[src/rtl/tpi_params.svh]
// touch host port: offsets, field positions, reset values and timing counts
// assumes inclusion by the port and the watchdog modules, after the default nettype
`ifndef TPI_PARAMS_SVH
`define TPI_PARAMS_SVH
// bus target address and special first bytes
`define TPI_TGT_ADDR 7'h56
`define TPI_EXT_MIN 8'hE0
`define TPI_COMMS_REQ 8'hFF
// local word registers inside the 8-bit map
`define TPI_REG_SYS 8'hC0
`define TPI_REG_VER 8'hC1
`define TPI_REG_TMO 8'hC2
// system word fields
`define TPI_SYS_ACK_RESET 0
`define TPI_SYS_SOFT_RESET 1
`define TPI_SYS_COMMS_EN 2
`define TPI_SYS_SHOW_RESET 3
`define TPI_SYS_SETUP_DONE 4
// reset values
`define TPI_VER_RESET 16'h0000
`define TPI_TMO_RESET 16'h000A
`define TPI_PRESET_DEFAULTS 1'b0
// timing
`define TPI_CLK_NS 40
`define TPI_MS_NS 1000000
`define TPI_MS_CYCLES (`TPI_MS_NS / `TPI_CLK_NS)
`define TPI_WDT_TICKS 11'h3E8
`endif

[src/rtl/tpi_pkg.sv]
// touch host port: shared types
// assumes nothing beyond a SystemVerilog compiler
package tpi_pkg;
  typedef enum logic [2:0] {
    ST_IDLE, ST_ADDR, ST_AACK, ST_HOLD, ST_WR, ST_WACK, ST_RD, ST_RACK
  } tpi_bus_st_t;
endpackage

[src/rtl/tpi_port.sv]
// touch host port: two-wire target, word map access, ready window, resets
// assumes open-drain wires resolved outside and a core on the same mclk
// Notes on behaviour
// - answer as target 0x56; write byte 0xAC, read byte 0xAD.
// - bus clock up to 1 MHz is handled.
// - 16-bit word pointer, each address holds two bytes.
// - words go low byte first, then high byte.
// - after both bytes of a word the pointer advances by one.
// - a lone extended high byte reads from that block's start onward.
// - full extended address is high byte then low byte before the read.
// - ready line pulled low while a window is open, released otherwise.
// - clock may be stretched while data is prepared.
// - unserviced window closes after the millisecond timeout; data lost.
// - any reset sets the reset flag; only the acknowledge bit clears it.
// - software reset command bit resets the device.
// - clear pin held low resets the device.
// - two-byte settings version is kept and readable.
// - stay in setup loop until settings version is written.
// - slow-oscillator watchdog not restarted forces a cold boot.
// - a stop ending a transfer addressed to us closes the window.
// - after setup, a transfer outside a window is stretched until one opens, unless comms mode is on.
// - comms request 0xFF plus two bytes asks for the next window.
`timescale 1ns/1ps
`default_nettype none
`include "tpi_params.svh"
module tpi_port #(
  parameter int unsigned MS_CYCLES = `TPI_MS_CYCLES
) (
  // clock and reset
  input wire logic mclk,
  input wire logic rst_n,
  // two-wire bus pins
  input wire logic scl_i,
  output logic scl_o,
  output logic scl_oe,
  input wire logic sda_i,
  output logic sda_o,
  output logic sda_oe,
  // ready line, open drain
  output logic rdy_o,
  output logic rdy_oe,
  // reset pin and slow oscillator
  input wire logic clear_pin_n,
  input wire logic lfosc_i,
  // processing core
  input wire logic win_req,
  output logic win_done,
  output logic win_lost,
  output logic comms_req_pend,
  output logic setup_done,
  input wire logic wdt_kick,
  output logic core_rst_n,
  // memory map of the core
  output logic [15:0] app_addr,
  output logic [15:0] app_wdata,
  output logic app_wr,
  output logic app_rd,
  input wire logic [15:0] app_rdata
);
  import tpi_pkg::*;

  logic scl_s, sda_s, clr_s, lf_s, wdt_exp, rst_hold, serve_ok, stop_ev;
  logic scl_rise, scl_fall, start_c, stop_c, creq_set;
  logic [15:0] loc_rd;
  tpi_bus_st_t st_r, st_nxt;
  logic [3:0] bitc_r, bitc_nxt;
  logic [7:0] sh_r, sh_nxt, txb_r, txb_nxt, wlo_r, wlo_nxt;
  logic [15:0] txw_r, txw_nxt, ptr_r, ptr_nxt;
  logic [15:0] aa_r, aa_nxt, awd_r, awd_nxt;
  logic [1:0] nbyte_r, nbyte_nxt;
  logic rnw_r, rnw_nxt, ext_r, ext_nxt, half_r, half_nxt, nack_r, nack_nxt;
  logic sdad_r, sdad_nxt, sclh_r, sclh_nxt, fbusy_r, fbusy_nxt;
  logic fdone_r, fdone_nxt, adr_r, adr_nxt, scl_p_r, scl_p_nxt;
  logic sda_p_r, sda_p_nxt, aw_r, aw_nxt, lw_r, lw_nxt;
  logic fq_r, fq_nxt, rdv_r, rdv_nxt;
  logic show_r, show_nxt, cen_r, cen_nxt, setup_r, setup_nxt;
  logic soft_r, soft_nxt, crst_r, crst_nxt, win_r, win_nxt;
  logic creq_r, creq_nxt, done_r, done_nxt, lost_r, lost_nxt;
  logic [15:0] ver_r, ver_nxt, tmo_r, tmo_nxt, pre_r, pre_nxt, ms_r, ms_nxt;

  // words held here rather than in the core's map
  function automatic logic is_local(input logic [15:0] a);
    return a[15:8] == 8'h00 && (a[7:0] == `TPI_REG_SYS ||
      a[7:0] == `TPI_REG_VER || a[7:0] == `TPI_REG_TMO);
  endfunction

  tpi_sync #(.W(4)) u_sync (
    .clk(mclk),
    .rst_n(rst_n),
    .d({lfosc_i, clear_pin_n, sda_i, scl_i}),
    .q({lf_s, clr_s, sda_s, scl_s})
  );

  tpi_wdt u_wdt (
    .clk(mclk),
    .rst_n(rst_n),
    .slow_lvl(lf_s),
    .kick(wdt_kick),
    .clr(rst_hold),
    .expire(wdt_exp)
  );

  assign scl_rise = scl_s && !scl_p_r;
  assign scl_fall = !scl_s && scl_p_r;
  assign start_c = scl_s && scl_p_r && sda_p_r && !sda_s;
  assign stop_c = scl_s && scl_p_r && !sda_p_r && sda_s;
  assign stop_ev = stop_c && adr_r;
  // soft reset waits for the stop so the command itself is acknowledged
  assign rst_hold = !clr_s || wdt_exp || (soft_r && stop_ev);
  // comms request mode must never stretch, so it serves at once
  assign serve_ok = win_r || !setup_r || cen_r;

  always_comb begin
    loc_rd = 16'h0000;
    case (aa_r[7:0])
      `TPI_REG_SYS: begin
        loc_rd[`TPI_SYS_SHOW_RESET] = show_r;
        loc_rd[`TPI_SYS_COMMS_EN] = cen_r;
        loc_rd[`TPI_SYS_SETUP_DONE] = setup_r;
      end
      `TPI_REG_VER: loc_rd = ver_r;
      `TPI_REG_TMO: loc_rd = tmo_r;
      default: loc_rd = 16'h0000;
    endcase
  end

  // bus engine
  always_comb begin
    st_nxt = st_r;
    bitc_nxt = bitc_r;
    sh_nxt = sh_r;
    txb_nxt = txb_r;
    txw_nxt = txw_r;
    wlo_nxt = wlo_r;
    ptr_nxt = ptr_r;
    aa_nxt = aa_r;
    awd_nxt = awd_r;
    nbyte_nxt = nbyte_r;
    rnw_nxt = rnw_r;
    ext_nxt = ext_r;
    half_nxt = half_r;
    nack_nxt = nack_r;
    sdad_nxt = sdad_r;
    sclh_nxt = sclh_r;
    fbusy_nxt = fbusy_r;
    fdone_nxt = fdone_r;
    adr_nxt = adr_r;
    scl_p_nxt = scl_s;
    sda_p_nxt = sda_s;
    aw_nxt = 1'b0;
    lw_nxt = 1'b0;
    fq_nxt = 1'b0;
    rdv_nxt = fq_r;
    creq_set = 1'b0;
    if (rdv_r) begin
      txw_nxt = is_local(aa_r) ? loc_rd : app_rdata;
      fdone_nxt = 1'b1;
      fbusy_nxt = 1'b0;
    end
    if (start_c) begin
      st_nxt = ST_ADDR;
      bitc_nxt = 4'h0;
      sdad_nxt = 1'b0;
      sclh_nxt = 1'b0;
    end else if (stop_c) begin
      st_nxt = ST_IDLE;
      adr_nxt = 1'b0;
      sdad_nxt = 1'b0;
      sclh_nxt = 1'b0;
    end else begin
      unique case (st_r)
        ST_IDLE: begin
        end
        ST_ADDR: begin
          if (scl_rise) begin
            sh_nxt = {sh_r[6:0], sda_s};
            bitc_nxt = bitc_r + 4'h1;
          end else if (scl_fall && bitc_r == 4'h8) begin
            if (sh_r[7:1] == `TPI_TGT_ADDR) begin
              st_nxt = ST_AACK;
              sdad_nxt = 1'b1;
              rnw_nxt = sh_r[0];
              adr_nxt = 1'b1;
              nbyte_nxt = 2'h0;
              half_nxt = 1'b0;
            end else begin
              st_nxt = ST_IDLE;
            end
          end
        end
        ST_AACK: begin
          if (scl_fall) begin
            sdad_nxt = 1'b0;
            sclh_nxt = 1'b1;
            fdone_nxt = 1'b0;
            st_nxt = ST_HOLD;
          end
        end
        ST_HOLD: begin
          // scl stays low here until serve_ok is true and, for a read, data is ready
          if (serve_ok) begin
            if (!rnw_r) begin
              st_nxt = ST_WR;
              bitc_nxt = 4'h0;
              sclh_nxt = 1'b0;
            end else if (fdone_r) begin
              txb_nxt = txw_r[7:0];
              sdad_nxt = !txw_r[7];
              half_nxt = 1'b0;
              bitc_nxt = 4'h0;
              fdone_nxt = 1'b0;
              sclh_nxt = 1'b0;
              st_nxt = ST_RD;
            end else if (!fbusy_r) begin
              aa_nxt = ptr_r;
              fq_nxt = 1'b1;
              fbusy_nxt = 1'b1;
            end
          end
        end
        ST_WR: begin
          if (scl_rise) begin
            sh_nxt = {sh_r[6:0], sda_s};
            bitc_nxt = bitc_r + 4'h1;
          end else if (scl_fall && bitc_r == 4'h8) begin
            st_nxt = ST_WACK;
            sdad_nxt = 1'b1;
            if (nbyte_r == 2'h0) begin
              half_nxt = 1'b0;
              if (cen_r && sh_r == `TPI_COMMS_REQ) begin
                creq_set = 1'b1;
                nbyte_nxt = 2'h3;
              end else if (sh_r >= `TPI_EXT_MIN) begin
                ptr_nxt = {sh_r, 8'h00};
                ext_nxt = 1'b1;
                nbyte_nxt = 2'h1;
              end else begin
                ptr_nxt = {8'h00, sh_r};
                ext_nxt = 1'b0;
                nbyte_nxt = 2'h2;
              end
            end else if (nbyte_r == 2'h1) begin
              ptr_nxt = {ptr_r[15:8], sh_r};
              nbyte_nxt = 2'h2;
            end else if (nbyte_r == 2'h2) begin
              if (!half_r) begin
                wlo_nxt = sh_r;
                half_nxt = 1'b1;
              end else begin
                aa_nxt = ptr_r;
                awd_nxt = {sh_r, wlo_r};
                lw_nxt = is_local(ptr_r);
                aw_nxt = !is_local(ptr_r);
                ptr_nxt = ptr_r + 16'h0001;
                half_nxt = 1'b0;
              end
            end
          end
        end
        ST_WACK: begin
          if (scl_fall) begin
            sdad_nxt = 1'b0;
            bitc_nxt = 4'h0;
            st_nxt = ST_WR;
          end
        end
        ST_RD: begin
          if (scl_fall) begin
            bitc_nxt = bitc_r + 4'h1;
            if (bitc_r == 4'h7) begin
              sdad_nxt = 1'b0;
              st_nxt = ST_RACK;
            end else begin
              txb_nxt = {txb_r[6:0], 1'b0};
              sdad_nxt = !txb_r[6];
            end
          end
        end
        ST_RACK: begin
          if (scl_rise) begin
            nack_nxt = sda_s;
          end else if (scl_fall) begin
            if (nack_r) begin
              st_nxt = ST_IDLE;
            end else if (!half_r) begin
              txb_nxt = txw_r[15:8];
              sdad_nxt = !txw_r[15];
              half_nxt = 1'b1;
              bitc_nxt = 4'h0;
              st_nxt = ST_RD;
            end else begin
              ptr_nxt = ptr_r + 16'h0001;
              sclh_nxt = 1'b1;
              fdone_nxt = 1'b0;
              st_nxt = ST_HOLD;
            end
          end
        end
      endcase
    end
    if (rst_hold) begin
      st_nxt = ST_IDLE;
      sdad_nxt = 1'b0;
      sclh_nxt = 1'b0;
      adr_nxt = 1'b0;
      ptr_nxt = 16'h0000;
      fbusy_nxt = 1'b0;
      fdone_nxt = 1'b0;
    end
  end

  always_ff @(posedge mclk or negedge rst_n) begin
    if (!rst_n) begin
      st_r <= ST_IDLE;
      bitc_r <= 4'h0;
      sh_r <= 8'h00;
      txb_r <= 8'h00;
      txw_r <= 16'h0000;
      wlo_r <= 8'h00;
      ptr_r <= 16'h0000;
      aa_r <= 16'h0000;
      awd_r <= 16'h0000;
      nbyte_r <= 2'h0;
      rnw_r <= 1'b0;
      ext_r <= 1'b0;
      half_r <= 1'b0;
      nack_r <= 1'b0;
      sdad_r <= 1'b0;
      sclh_r <= 1'b0;
      fbusy_r <= 1'b0;
      fdone_r <= 1'b0;
      adr_r <= 1'b0;
      scl_p_r <= 1'b1;
      sda_p_r <= 1'b1;
      aw_r <= 1'b0;
      lw_r <= 1'b0;
      fq_r <= 1'b0;
      rdv_r <= 1'b0;
    end else begin
      st_r <= st_nxt;
      bitc_r <= bitc_nxt;
      sh_r <= sh_nxt;
      txb_r <= txb_nxt;
      txw_r <= txw_nxt;
      wlo_r <= wlo_nxt;
      ptr_r <= ptr_nxt;
      aa_r <= aa_nxt;
      awd_r <= awd_nxt;
      nbyte_r <= nbyte_nxt;
      rnw_r <= rnw_nxt;
      ext_r <= ext_nxt;
      half_r <= half_nxt;
      nack_r <= nack_nxt;
      sdad_r <= sdad_nxt;
      sclh_r <= sclh_nxt;
      fbusy_r <= fbusy_nxt;
      fdone_r <= fdone_nxt;
      adr_r <= adr_nxt;
      scl_p_r <= scl_p_nxt;
      sda_p_r <= sda_p_nxt;
      aw_r <= aw_nxt;
      lw_r <= lw_nxt;
      fq_r <= fq_nxt;
      rdv_r <= rdv_nxt;
    end
  end

  // local words, window and timeout
  always_comb begin
    show_nxt = show_r;
    cen_nxt = cen_r;
    setup_nxt = setup_r;
    soft_nxt = soft_r;
    ver_nxt = ver_r;
    tmo_nxt = tmo_r;
    win_nxt = win_r;
    creq_nxt = creq_r;
    pre_nxt = pre_r;
    ms_nxt = ms_r;
    done_nxt = 1'b0;
    lost_nxt = 1'b0;
    crst_nxt = !rst_hold;
    if (lw_r) begin
      case (aa_r[7:0])
        `TPI_REG_SYS: begin
          if (awd_r[`TPI_SYS_ACK_RESET]) show_nxt = 1'b0;
          if (awd_r[`TPI_SYS_SOFT_RESET]) soft_nxt = 1'b1;
          cen_nxt = awd_r[`TPI_SYS_COMMS_EN];
        end
        `TPI_REG_VER: begin
          ver_nxt = awd_r;
          setup_nxt = 1'b1;
        end
        `TPI_REG_TMO: tmo_nxt = awd_r;
        default: ;
      endcase
    end
    if (win_req && setup_r && !win_r) begin
      win_nxt = 1'b1;
      creq_nxt = 1'b0;
      pre_nxt = 16'h0000;
      ms_nxt = 16'h0000;
    end else if (win_r) begin
      if (stop_ev) begin
        win_nxt = 1'b0;
        done_nxt = 1'b1;
      end else if (tmo_r != 16'h0000 && st_r == ST_IDLE) begin
        // time only runs while nobody is talking to us
        if (ms_r >= tmo_r) begin
          win_nxt = 1'b0;
          lost_nxt = 1'b1;
        end else if (pre_r == 16'(MS_CYCLES - 1)) begin
          pre_nxt = 16'h0000;
          ms_nxt = ms_r + 16'h0001;
        end else begin
          pre_nxt = pre_r + 16'h0001;
        end
      end
    end
    if (creq_set) creq_nxt = 1'b1;
    if (rst_hold) begin
      show_nxt = 1'b1;
      soft_nxt = 1'b0;
      cen_nxt = 1'b0;
      setup_nxt = `TPI_PRESET_DEFAULTS;
      ver_nxt = `TPI_VER_RESET;
      tmo_nxt = `TPI_TMO_RESET;
      win_nxt = 1'b0;
      creq_nxt = 1'b0;
    end
  end

  always_ff @(posedge mclk or negedge rst_n) begin
    if (!rst_n) begin
      show_r <= 1'b1;
      cen_r <= 1'b0;
      setup_r <= `TPI_PRESET_DEFAULTS;
      soft_r <= 1'b0;
      ver_r <= `TPI_VER_RESET;
      tmo_r <= `TPI_TMO_RESET;
      win_r <= 1'b0;
      creq_r <= 1'b0;
      pre_r <= 16'h0000;
      ms_r <= 16'h0000;
      done_r <= 1'b0;
      lost_r <= 1'b0;
      crst_r <= 1'b0;
    end else begin
      show_r <= show_nxt;
      cen_r <= cen_nxt;
      setup_r <= setup_nxt;
      soft_r <= soft_nxt;
      ver_r <= ver_nxt;
      tmo_r <= tmo_nxt;
      win_r <= win_nxt;
      creq_r <= creq_nxt;
      pre_r <= pre_nxt;
      ms_r <= ms_nxt;
      done_r <= done_nxt;
      lost_r <= lost_nxt;
      crst_r <= crst_nxt;
    end
  end

  assign scl_o = 1'b0;
  assign sda_o = 1'b0;
  assign rdy_o = 1'b0;
  assign scl_oe = sclh_r;
  assign sda_oe = sdad_r;
  assign rdy_oe = win_r;
  assign win_done = done_r;
  assign win_lost = lost_r;
  assign comms_req_pend = creq_r;
  assign setup_done = setup_r;
  assign core_rst_n = crst_r;
  assign app_addr = aa_r;
  assign app_wdata = awd_r;
  assign app_wr = aw_r;
  assign app_rd = fq_r && !is_local(aa_r);
endmodule
`default_nettype wire

[src/rtl/tpi_sync.sv]
// touch host port: three-stage pin synchroniser with agreement filter
// assumes asynchronous pins that idle high
`timescale 1ns/1ps
`default_nettype none
module tpi_sync #(
  parameter int W = 4
) (
  // clock and reset
  input wire logic clk,
  input wire logic rst_n,
  // pins in, filtered levels out
  input wire logic [W-1:0] d,
  output logic [W-1:0] q
);
  logic [W-1:0] s1_r, s2_r, s3_r, q_r, q_nxt;

  // a bit moves only once the second and third stage agree
  always_comb begin
    q_nxt = (s3_r & ~(s2_r ^ s3_r)) | (q_r & (s2_r ^ s3_r));
  end

  always_ff @(posedge clk or negedge rst_n) begin
    if (!rst_n) begin
      s1_r <= '1;
      s2_r <= '1;
      s3_r <= '1;
      q_r <= '1;
    end else begin
      s1_r <= d;
      s2_r <= s1_r;
      s3_r <= s2_r;
      q_r <= q_nxt;
    end
  end

  assign q = q_r;
endmodule
`default_nettype wire

[src/rtl/tpi_wdt.sv]
// touch host port: watchdog counting edges of the slow always-on oscillator
// assumes slow_lvl is already synchronised to clk
`timescale 1ns/1ps
`default_nettype none
`include "tpi_params.svh"
module tpi_wdt (
  // clock and reset
  input wire logic clk,
  input wire logic rst_n,
  // slow oscillator level, loop kick and count clear
  input wire logic slow_lvl,
  input wire logic kick,
  input wire logic clr,
  // expiry pulse
  output logic expire
);
  logic slow_p_r, slow_p_nxt, exp_r, exp_nxt;
  logic [10:0] slow_tick_timer_r, slow_tick_timer_nxt;

  always_comb begin
    slow_p_nxt = slow_lvl;
    slow_tick_timer_nxt = slow_tick_timer_r;
    exp_nxt = 1'b0;
    if (kick || clr) begin
      slow_tick_timer_nxt = 11'h000;
    end else if (slow_lvl && !slow_p_r) begin
      // expiry forces a cold boot, so the count starts over afterwards
      if (slow_tick_timer_r == `TPI_WDT_TICKS - 11'h001) begin
        slow_tick_timer_nxt = 11'h000;
        exp_nxt = 1'b1;
      end else begin
        slow_tick_timer_nxt = slow_tick_timer_r + 11'h001;
      end
    end
  end

  always_ff @(posedge clk or negedge rst_n) begin
    if (!rst_n) begin
      slow_p_r <= 1'b1;
      slow_tick_timer_r <= 11'h000;
      exp_r <= 1'b0;
    end else begin
      slow_p_r <= slow_p_nxt;
      slow_tick_timer_r <= slow_tick_timer_nxt;
      exp_r <= exp_nxt;
    end
  end

  assign expire = exp_r;
endmodule
`default_nettype wire

[config.mk]
export PLATFORM = sky130hd
export DESIGN_NAME = tpi_port
export DESIGN_NICKNAME = d
export VERILOG_FILES = /design/src/rtl/tpi_pkg.sv /design/src/rtl/tpi_port.sv /design/src/rtl/tpi_sync.sv /design/src/rtl/tpi_wdt.sv
export VERILOG_INCLUDE_DIRS = /design/src /design/src/rtl
export SDC_FILE = /design/constraint.sdc
export NUM_CORES = 1
export LEC_CHECK = 0
export ABC_AREA = 1
export ABC_CLOCK_PERIOD_IN_PS = 3500
export CAP_MARGIN = 20
export CORE_AREA = 2 2 152 229
export CTS_CLUSTER_SIZE = 12
export DETAILED_ROUTE_END_ITERATION = 8
export DIE_AREA = 0 0 154 231
export DONT_BUFFER_PORTS = 1
export PLACE_DENSITY = 0.6
export SLEW_MARGIN = 20
export SYNTH_ARGS = -nofsm -noshare
export SYNTH_HDL_FRONTEND = slang
export SYNTH_HIERARCHICAL = 1
export SYNTH_SLANG_ARGS = --single-unit
[constraint.sdc]
create_clock -name mclk -period 3.5 [get_ports mclk]
set_input_delay 0.175 -clock mclk [delete_from_list [all_inputs] [get_ports mclk]]
set_output_delay 0.175 -clock mclk [all_outputs]
set_load 0.1 [all_outputs]
# [After elaboration in Yosys (flattened, before gate mapping)]
# Cells that the tools add are included.
[op_classes] addsub=5 magnitude_cmp=2 eq_ne=87 n_mux=242 n_bitwise=11 n_reduce_logical=94
[ops] cell="16-bit two-way mux" n=43
[ops] cell="1-bit two-way mux" n=134
[ops] cell="5-bit != test, second input constant" n=18
[ops] cell="16-bit one-hot mux with 2 select lines" n=2
[ops] cell="7-bit two-way mux" n=9
[ops] cell="8-bit equality test, second input constant" n=7
[ops] cell="3-bit two-way mux" n=18
[ops] cell="16-bit by 1-bit adder with 16-bit output, second input constant" n=3
[ops] cell="4-bit two-way mux" n=12
[ops] cell="2-bit != test, second input constant" n=24
[ops] cell="3-bit != test, second input constant" n=15
[ops] cell="11-bit two-way mux" n=3
[ops] cell="9-bit AND reduction" n=3
[ops] cell="13-bit AND reduction" n=2
[ops] cell="2-bit nonzero test" n=12
[ops] cell="11-bit one-hot mux with 2 select lines" n=1
[ops] cell="11-bit AND reduction" n=2
[ops] cell="3-bit one-hot mux with 7 select lines" n=1
[ops] cell="7-bit one-hot mux with 3 select lines" n=1
[ops] cell="2-bit two-way mux" n=10
[ops] cell="4-bit one-hot mux with 5 select lines" n=1
[ops] cell="1-bit logical AND" n=18
[ops] cell="3-bit nonzero test" n=6
[ops] cell="16-bit by 15-bit equality test with 1-bit output, second input constant" n=1
[ops] cell="other kinds (50)" n=95
[word_totals] reg_bits=212 inputBits=24 output_inout_bits=45

# [Logic depth before layout (Yosys ltp)]
[depth] ltp_word=14 depth_mapped=16 ltp_nobuf=15

# [Modules after synthesis]
# The synthesis kept the hierarchy.
[by_module_without_submodules] mod="tpi_port" n_inst=1 cells_per_inst=1373 area_each_um2=10362.4 seq_area_each_um2=4585.6
[by_module_without_submodules] mod="tpi_wdt" n_inst=1 cells_per_inst=104 area_each_um2=762.0 seq_area_each_um2=326.6
[by_module_without_submodules] mod="tpi_sync" n_inst=1 cells_per_inst=32 area_each_um2=485.5 seq_area_each_um2=420.4

# [Least setup slack after synthesis]
# Ideal clock, no wire load.
[synth_timing] path_type="reg2out" from="reg aa_r[3], in the netlist app_addr[3]" to="out app_rd" arrival_time_ns=3.175 required_ns=3.325 slack_ns=0.150 path_stages_with_launch=8 path_buffers=1 cell_sequence="dfrtp_1 > nor2_1 > inv_1 > nor2_1 > o211ai_1 > clkbuf_1 > inv_1 > nor2_1"
[synth_between] elab_chain_len=6 word_cells_on_any_way=8 cone_classes="3 x eq/ne; 5 x reduce/logical"
[synth_rtl] item="from (decl)" line_no="tpi_port.sv:69" rtl="logic [15:0] aa_r, aa_nxt, awd_r, awd_nxt;"
[synth_rtl] item="from (signal assigned)" line_no="tpi_port.sv:347" rtl="aa_r <= aa_nxt;"
[synth_rtl] item="8-bit equality test"
[synth_rtl] item="1-bit logical OR (no source line)"
[synth_rtl] item="1-bit logical OR (no source line) (*)"
[synth_rtl] item="1-bit logical AND (*)" line_no="tpi_port.sv:83" rtl="return a[15:8] == 8'h00 && (a[7:0] == `TPI_REG_SYS ||"
[synth_rtl] item="1-bit zero test (*)" line_no="tpi_port.sv:479" rtl="assign app_rd = fq_r && !is_local(aa_r);"
[synth_rtl] item="1-bit logical AND (*)" line_no="tpi_port.sv:479"
[synth_rtl] item="to (decl)" line_no="tpi_port.sv:57" rtl="output logic app_rd,"
# Mark *: on every way between the ends. The rest lies on a longest branch, timed or not.

# [Worst setup path in the final report]
[layout_timing] from="reg aa_r[5], in the netlist app_addr[5]" to="out app_rd"
# The elaborated chain is that of the path after synthesis.

==> results.json <==
{
  "outcome": "finished, violations left",
  "violations": "negative hold slack",
  "ctsHoldBuffers": 21,
  "power.leakage_nw": 6.30,
  "cts_max_path_buffers": 3,
  "regToRegSetupSlack_ns": 0.96,
  "synth_cells": 1509,
  "design_area_mm2": 0.0132,
  "crit_arrival_ns": 2.62,
  "post_drt_via_cell_ratio": 5.05,
  "ys.flop_type": "dfrtp_1",
  "fmax_ghz": 0.358,
  "r2r-end": "ms_r[6]",
  "row_count": 83,
  "post_synth_num_cell_types": 55,
  "cts_tree": "built",
  "area_growth_syn_to_layout_pct": 13.4,
  "dieArea_mm2": 0.0356,
  "drt_first_pass_iters": 8,
  "vias": 10015,
  "grt_pass1_vias": 10210,
  "synth.avg_cell_area_um2": 7.69,
  "drive_gt1_share_pct": 10.1,
  "rr_worst_depth": 10,
  "overflow": 0,
  "dp.cells": 1920,
  "rsz0062_at_grt": "false",
  "gp_congestion": 0.961,
  "grt_pass1_wl_um": 54900,
  "drv_slew": 0,
  "cp_data_required_time_ns": 3.32,
  "fin_cells": 1985,
  "hp-class": "primary input to async pin",
  "startpoint_type": "flop",
  "post_cts_buffers": 0,
  "final.min_clock_period_ns": 2.80,
  "drt_iter0_drc": 591,
  "clk_pin_slew_ns": 0.06,
  "peakVddDrop_mv": 0.364,
  "clkLatencyLatePin_ns": 0.55,
  "period_share_pct": 79.9,
  "synth_seq_cells": 212,
  "end_kind": "output pin",
  "initial_utilization_pct": 34.4,
  "fin_nets": 1595,
  "placed_area_mm2": 0.0121,
  "n_antenna_cell": 0,
  "clock-sinks": 212,
  "grt_usage_pct": 19.6,
  "die_width_um": 154,
  "synth-warning-count": 6,
  "wl_per_cell_um": 17.2,
  "hold_viol": 212,
  "die_h_um": 231,
  "powerDensity_mw_per_mm2": 416,
  "ant_nets": 0,
  "io-pin-count": 69,
  "skew_ns": 0.0218,
  "coreArea_mm2": 0.0338,
  "final_util_pct": 39.0,
  "worst_slew_margin_rel_pct": 27.5,
  "routed_wl_um": 34200,
  "reg2reg_from": "st_r[0]",
  "root_buffer": "clkbuf_16",
  "grt_max_degree": 213,
  "drc": 0,
  "synth_edf_count": 0,
  "worstSetupPathType": "flop to output pin",
  "cts_resized": 0,
  "drv_cap": 0,
  "io_buffer_count": 0,
  "worst_hold_slack_ns": -0.678,
  "hpwl_um": 25400,
  "final.setup.tns_ns": 0,
  "setup_viol": 0,
  "crit_fanout": 29,
  "worst_slew_pin_slew_ns": 1.09,
  "grt_antenna_before_repair": 0,
  "synthArstFlopShare_pct": 100,
  "h-tree-depth": 1,
  "ys_seq_area_share_pct": 45.9,
  "cts_buffers": 24,
  "synth_area_mm2": 0.0116
}
## per-layer routing
| layer | wire (µm) | part of all wire (%) | up-vias | global-route usage, % |
|---|---|---|---|---|
| met3 | 1670 | 4.9 | 109 | 3.74 |
| li1 | - | - | 4945 | - |
| met1 | 13000 | 38 | 4708 | 21.1 |
| met5 | 0 | 0 | - | 0 |
| met4 | 2240 | 6.6 | 0 | 12.2 |
| met2 | 17300 | 51 | 253 | 35.0 |
## through the flow
stage | power [W] | setup WS (ns)
after CTS | 0.00554 | 0.692
final | 0.00547 | 0.704
after global placement | 0.00283 | 0.971
after global routing | 0.00567 | 0.558
after floorplan | 0.00276 | 0.150
after detailed placement | 0.00283 | 0.937
## report_power, final
part	total [W]	leakage, nW	internal, W	switching (W)
clock	0.00266	0.400	0.00158	0.00107
combinational	0.000260	3.24	0.0000749	0.000186
sequential	0.00255	2.65	0.00249	0.0000577
total	0.00547	6.30	0.00415	0.00132
## cell usage in the layout (no fill, tap or decap), types with 3 or more instances in the layout
master | synthesis | final
nand2_1 | 441 | 441
dfrtp_1 | 190 | 190
nor2_1 | 162 | 161
inv_1 | 154 | 154
o21ai_0 | 114 | 114
nand3_1 | 97 | 97
o21ai_1 | 45 | 45
a21oi_1 | 32 | 32
ha_1 | 29 | 29
buf_4 | 5 | 28
nor3_1 | 24 | 24
clkbuf_16 | 0 | 24
dfstp_2 | 22 | 22
xor2_1 | 21 | 21
dlygate4sd3_1 | 0 | 21
nand4_1 | 20 | 20
nand2_2 | 13 | 13
o21ai_2 | 9 | 9
nor2_2 | 7 | 8
clkbuf_8 | 0 | 8
inv_2 | 7 | 7
nor2_4 | 7 | 7
clkbuf_1 | 15 | 6
nand2_4 | 5 | 5
mux2_2 | 5 | 5
xnor2_1 | 5 | 5
o22ai_1 | 5 | 5
nor4_1 | 4 | 4
a32o_1 | 4 | 4
nand3b_1 | 4 | 4
o21a_1 | 3 | 3
or2_2 | 3 | 3
mux2_1 | 3 | 3
nor3b_1 | 3 | 3
conb_1 | 1 | 3
## area by class of cell
cell class	count	area [µm²]
clock buffers	38	733
clock inverters	6	96.3
fillers	3483	20600
inverters	162	613
multi-input cells	1092	5410
flip-flops and latches	212	5330
well taps	425	532
repair buffers	50	440
## cells in the mapped netlist, types with 3 or more instances
cell type  count  area share, %
nand2_1      441             14
dfrtp_1      190             41
nor2_1       162            5.2
inv_1        154            5.0
o21ai_0      114            4.9
nand3_1       97            4.2
o21ai_1       45            1.9
a21oi_1       32            1.4
ha_1          29            3.1
nor3_1        24            1.0
dfstp_2       22            5.0
xor2_1        21            1.6
nand4_1       20            1.1
buf_2         18           0.78
clkbuf_1      15           0.48
nand2_2       13           0.70
o21ai_2        9           0.68
inv_2          7           0.23
nor2_2         7           0.38
nor2_4         7           0.68
buf_4          5           0.32
buf_6          5           0.48
mux2_2         5           0.48
nand2_4        5           0.48
o22ai_1        5           0.27
xnor2_1        5           0.38
a32o_1         4           0.34
nand3b_1       4           0.26
nor4_1         4           0.22
mux2_1         3           0.29
nor3b_1        3           0.19
o21a_1         3           0.19
or2_2          3           0.16
## critical path: stages (launching register included)
cell      delay, ns
dfrtp_1        0.32
buf_4          0.29
nor2_1         0.10
nand3_1        0.17
inv_1          0.12
o211ai_1       0.10
buf_4          0.34
inv_1          0.18
nor2_2         0.24
buf_12         0.21
## worst max path at each step
| stage | start | end | slack, ns | depth (start not counted) |
|---|---|---|---|---|
| after floorplan | app_addr[3] | app_rd | 0.15 | 7 |
| after global placement | st_r[0] | ms_r[14] | 0.97 | 10 |
| after detailed placement | st_r[0] | ms_r[6] | 0.94 | 10 |
| after CTS | app_addr[5] | app_rd | 0.69 | 9 |
| after global routing | app_addr[4] | app_rd | 0.56 | 9 |
| final | app_addr[5] | app_rd | 0.70 | 9 |
## flip-flops by register name (all words and copies together) (netlist names), 2 cells and up, named ones only
signal,flops
ver_r,16
sh_r,8
ptr_r,16
nbyte_r,2
u_sync/s2_r,4
bitc_r,4
st_r,3
txb_r,7
app_addr,16
u_sync/s3_r,4
u_sync/s1_r,4
tmo_r,16
u_wdt/slow_tick_timer_r,11
app_wdata,16
txw_r,16
wlo_r,8
pre_r,16
ms_r,16
## logic make-up after synthesis
kind of cell / share of synthesized area (%)
multiplexers: 0.776
AND/OR/NAND/NOR: 29.7
flip-flops: 45.9
other: 0.0323
adder cells (fa/ha/maj): 3.13
buffers and inverters: 7.52
AO/OA/AOI/OAI: 10.9
XOR/XNOR: 1.96
(Power assumes the default switching activity.)
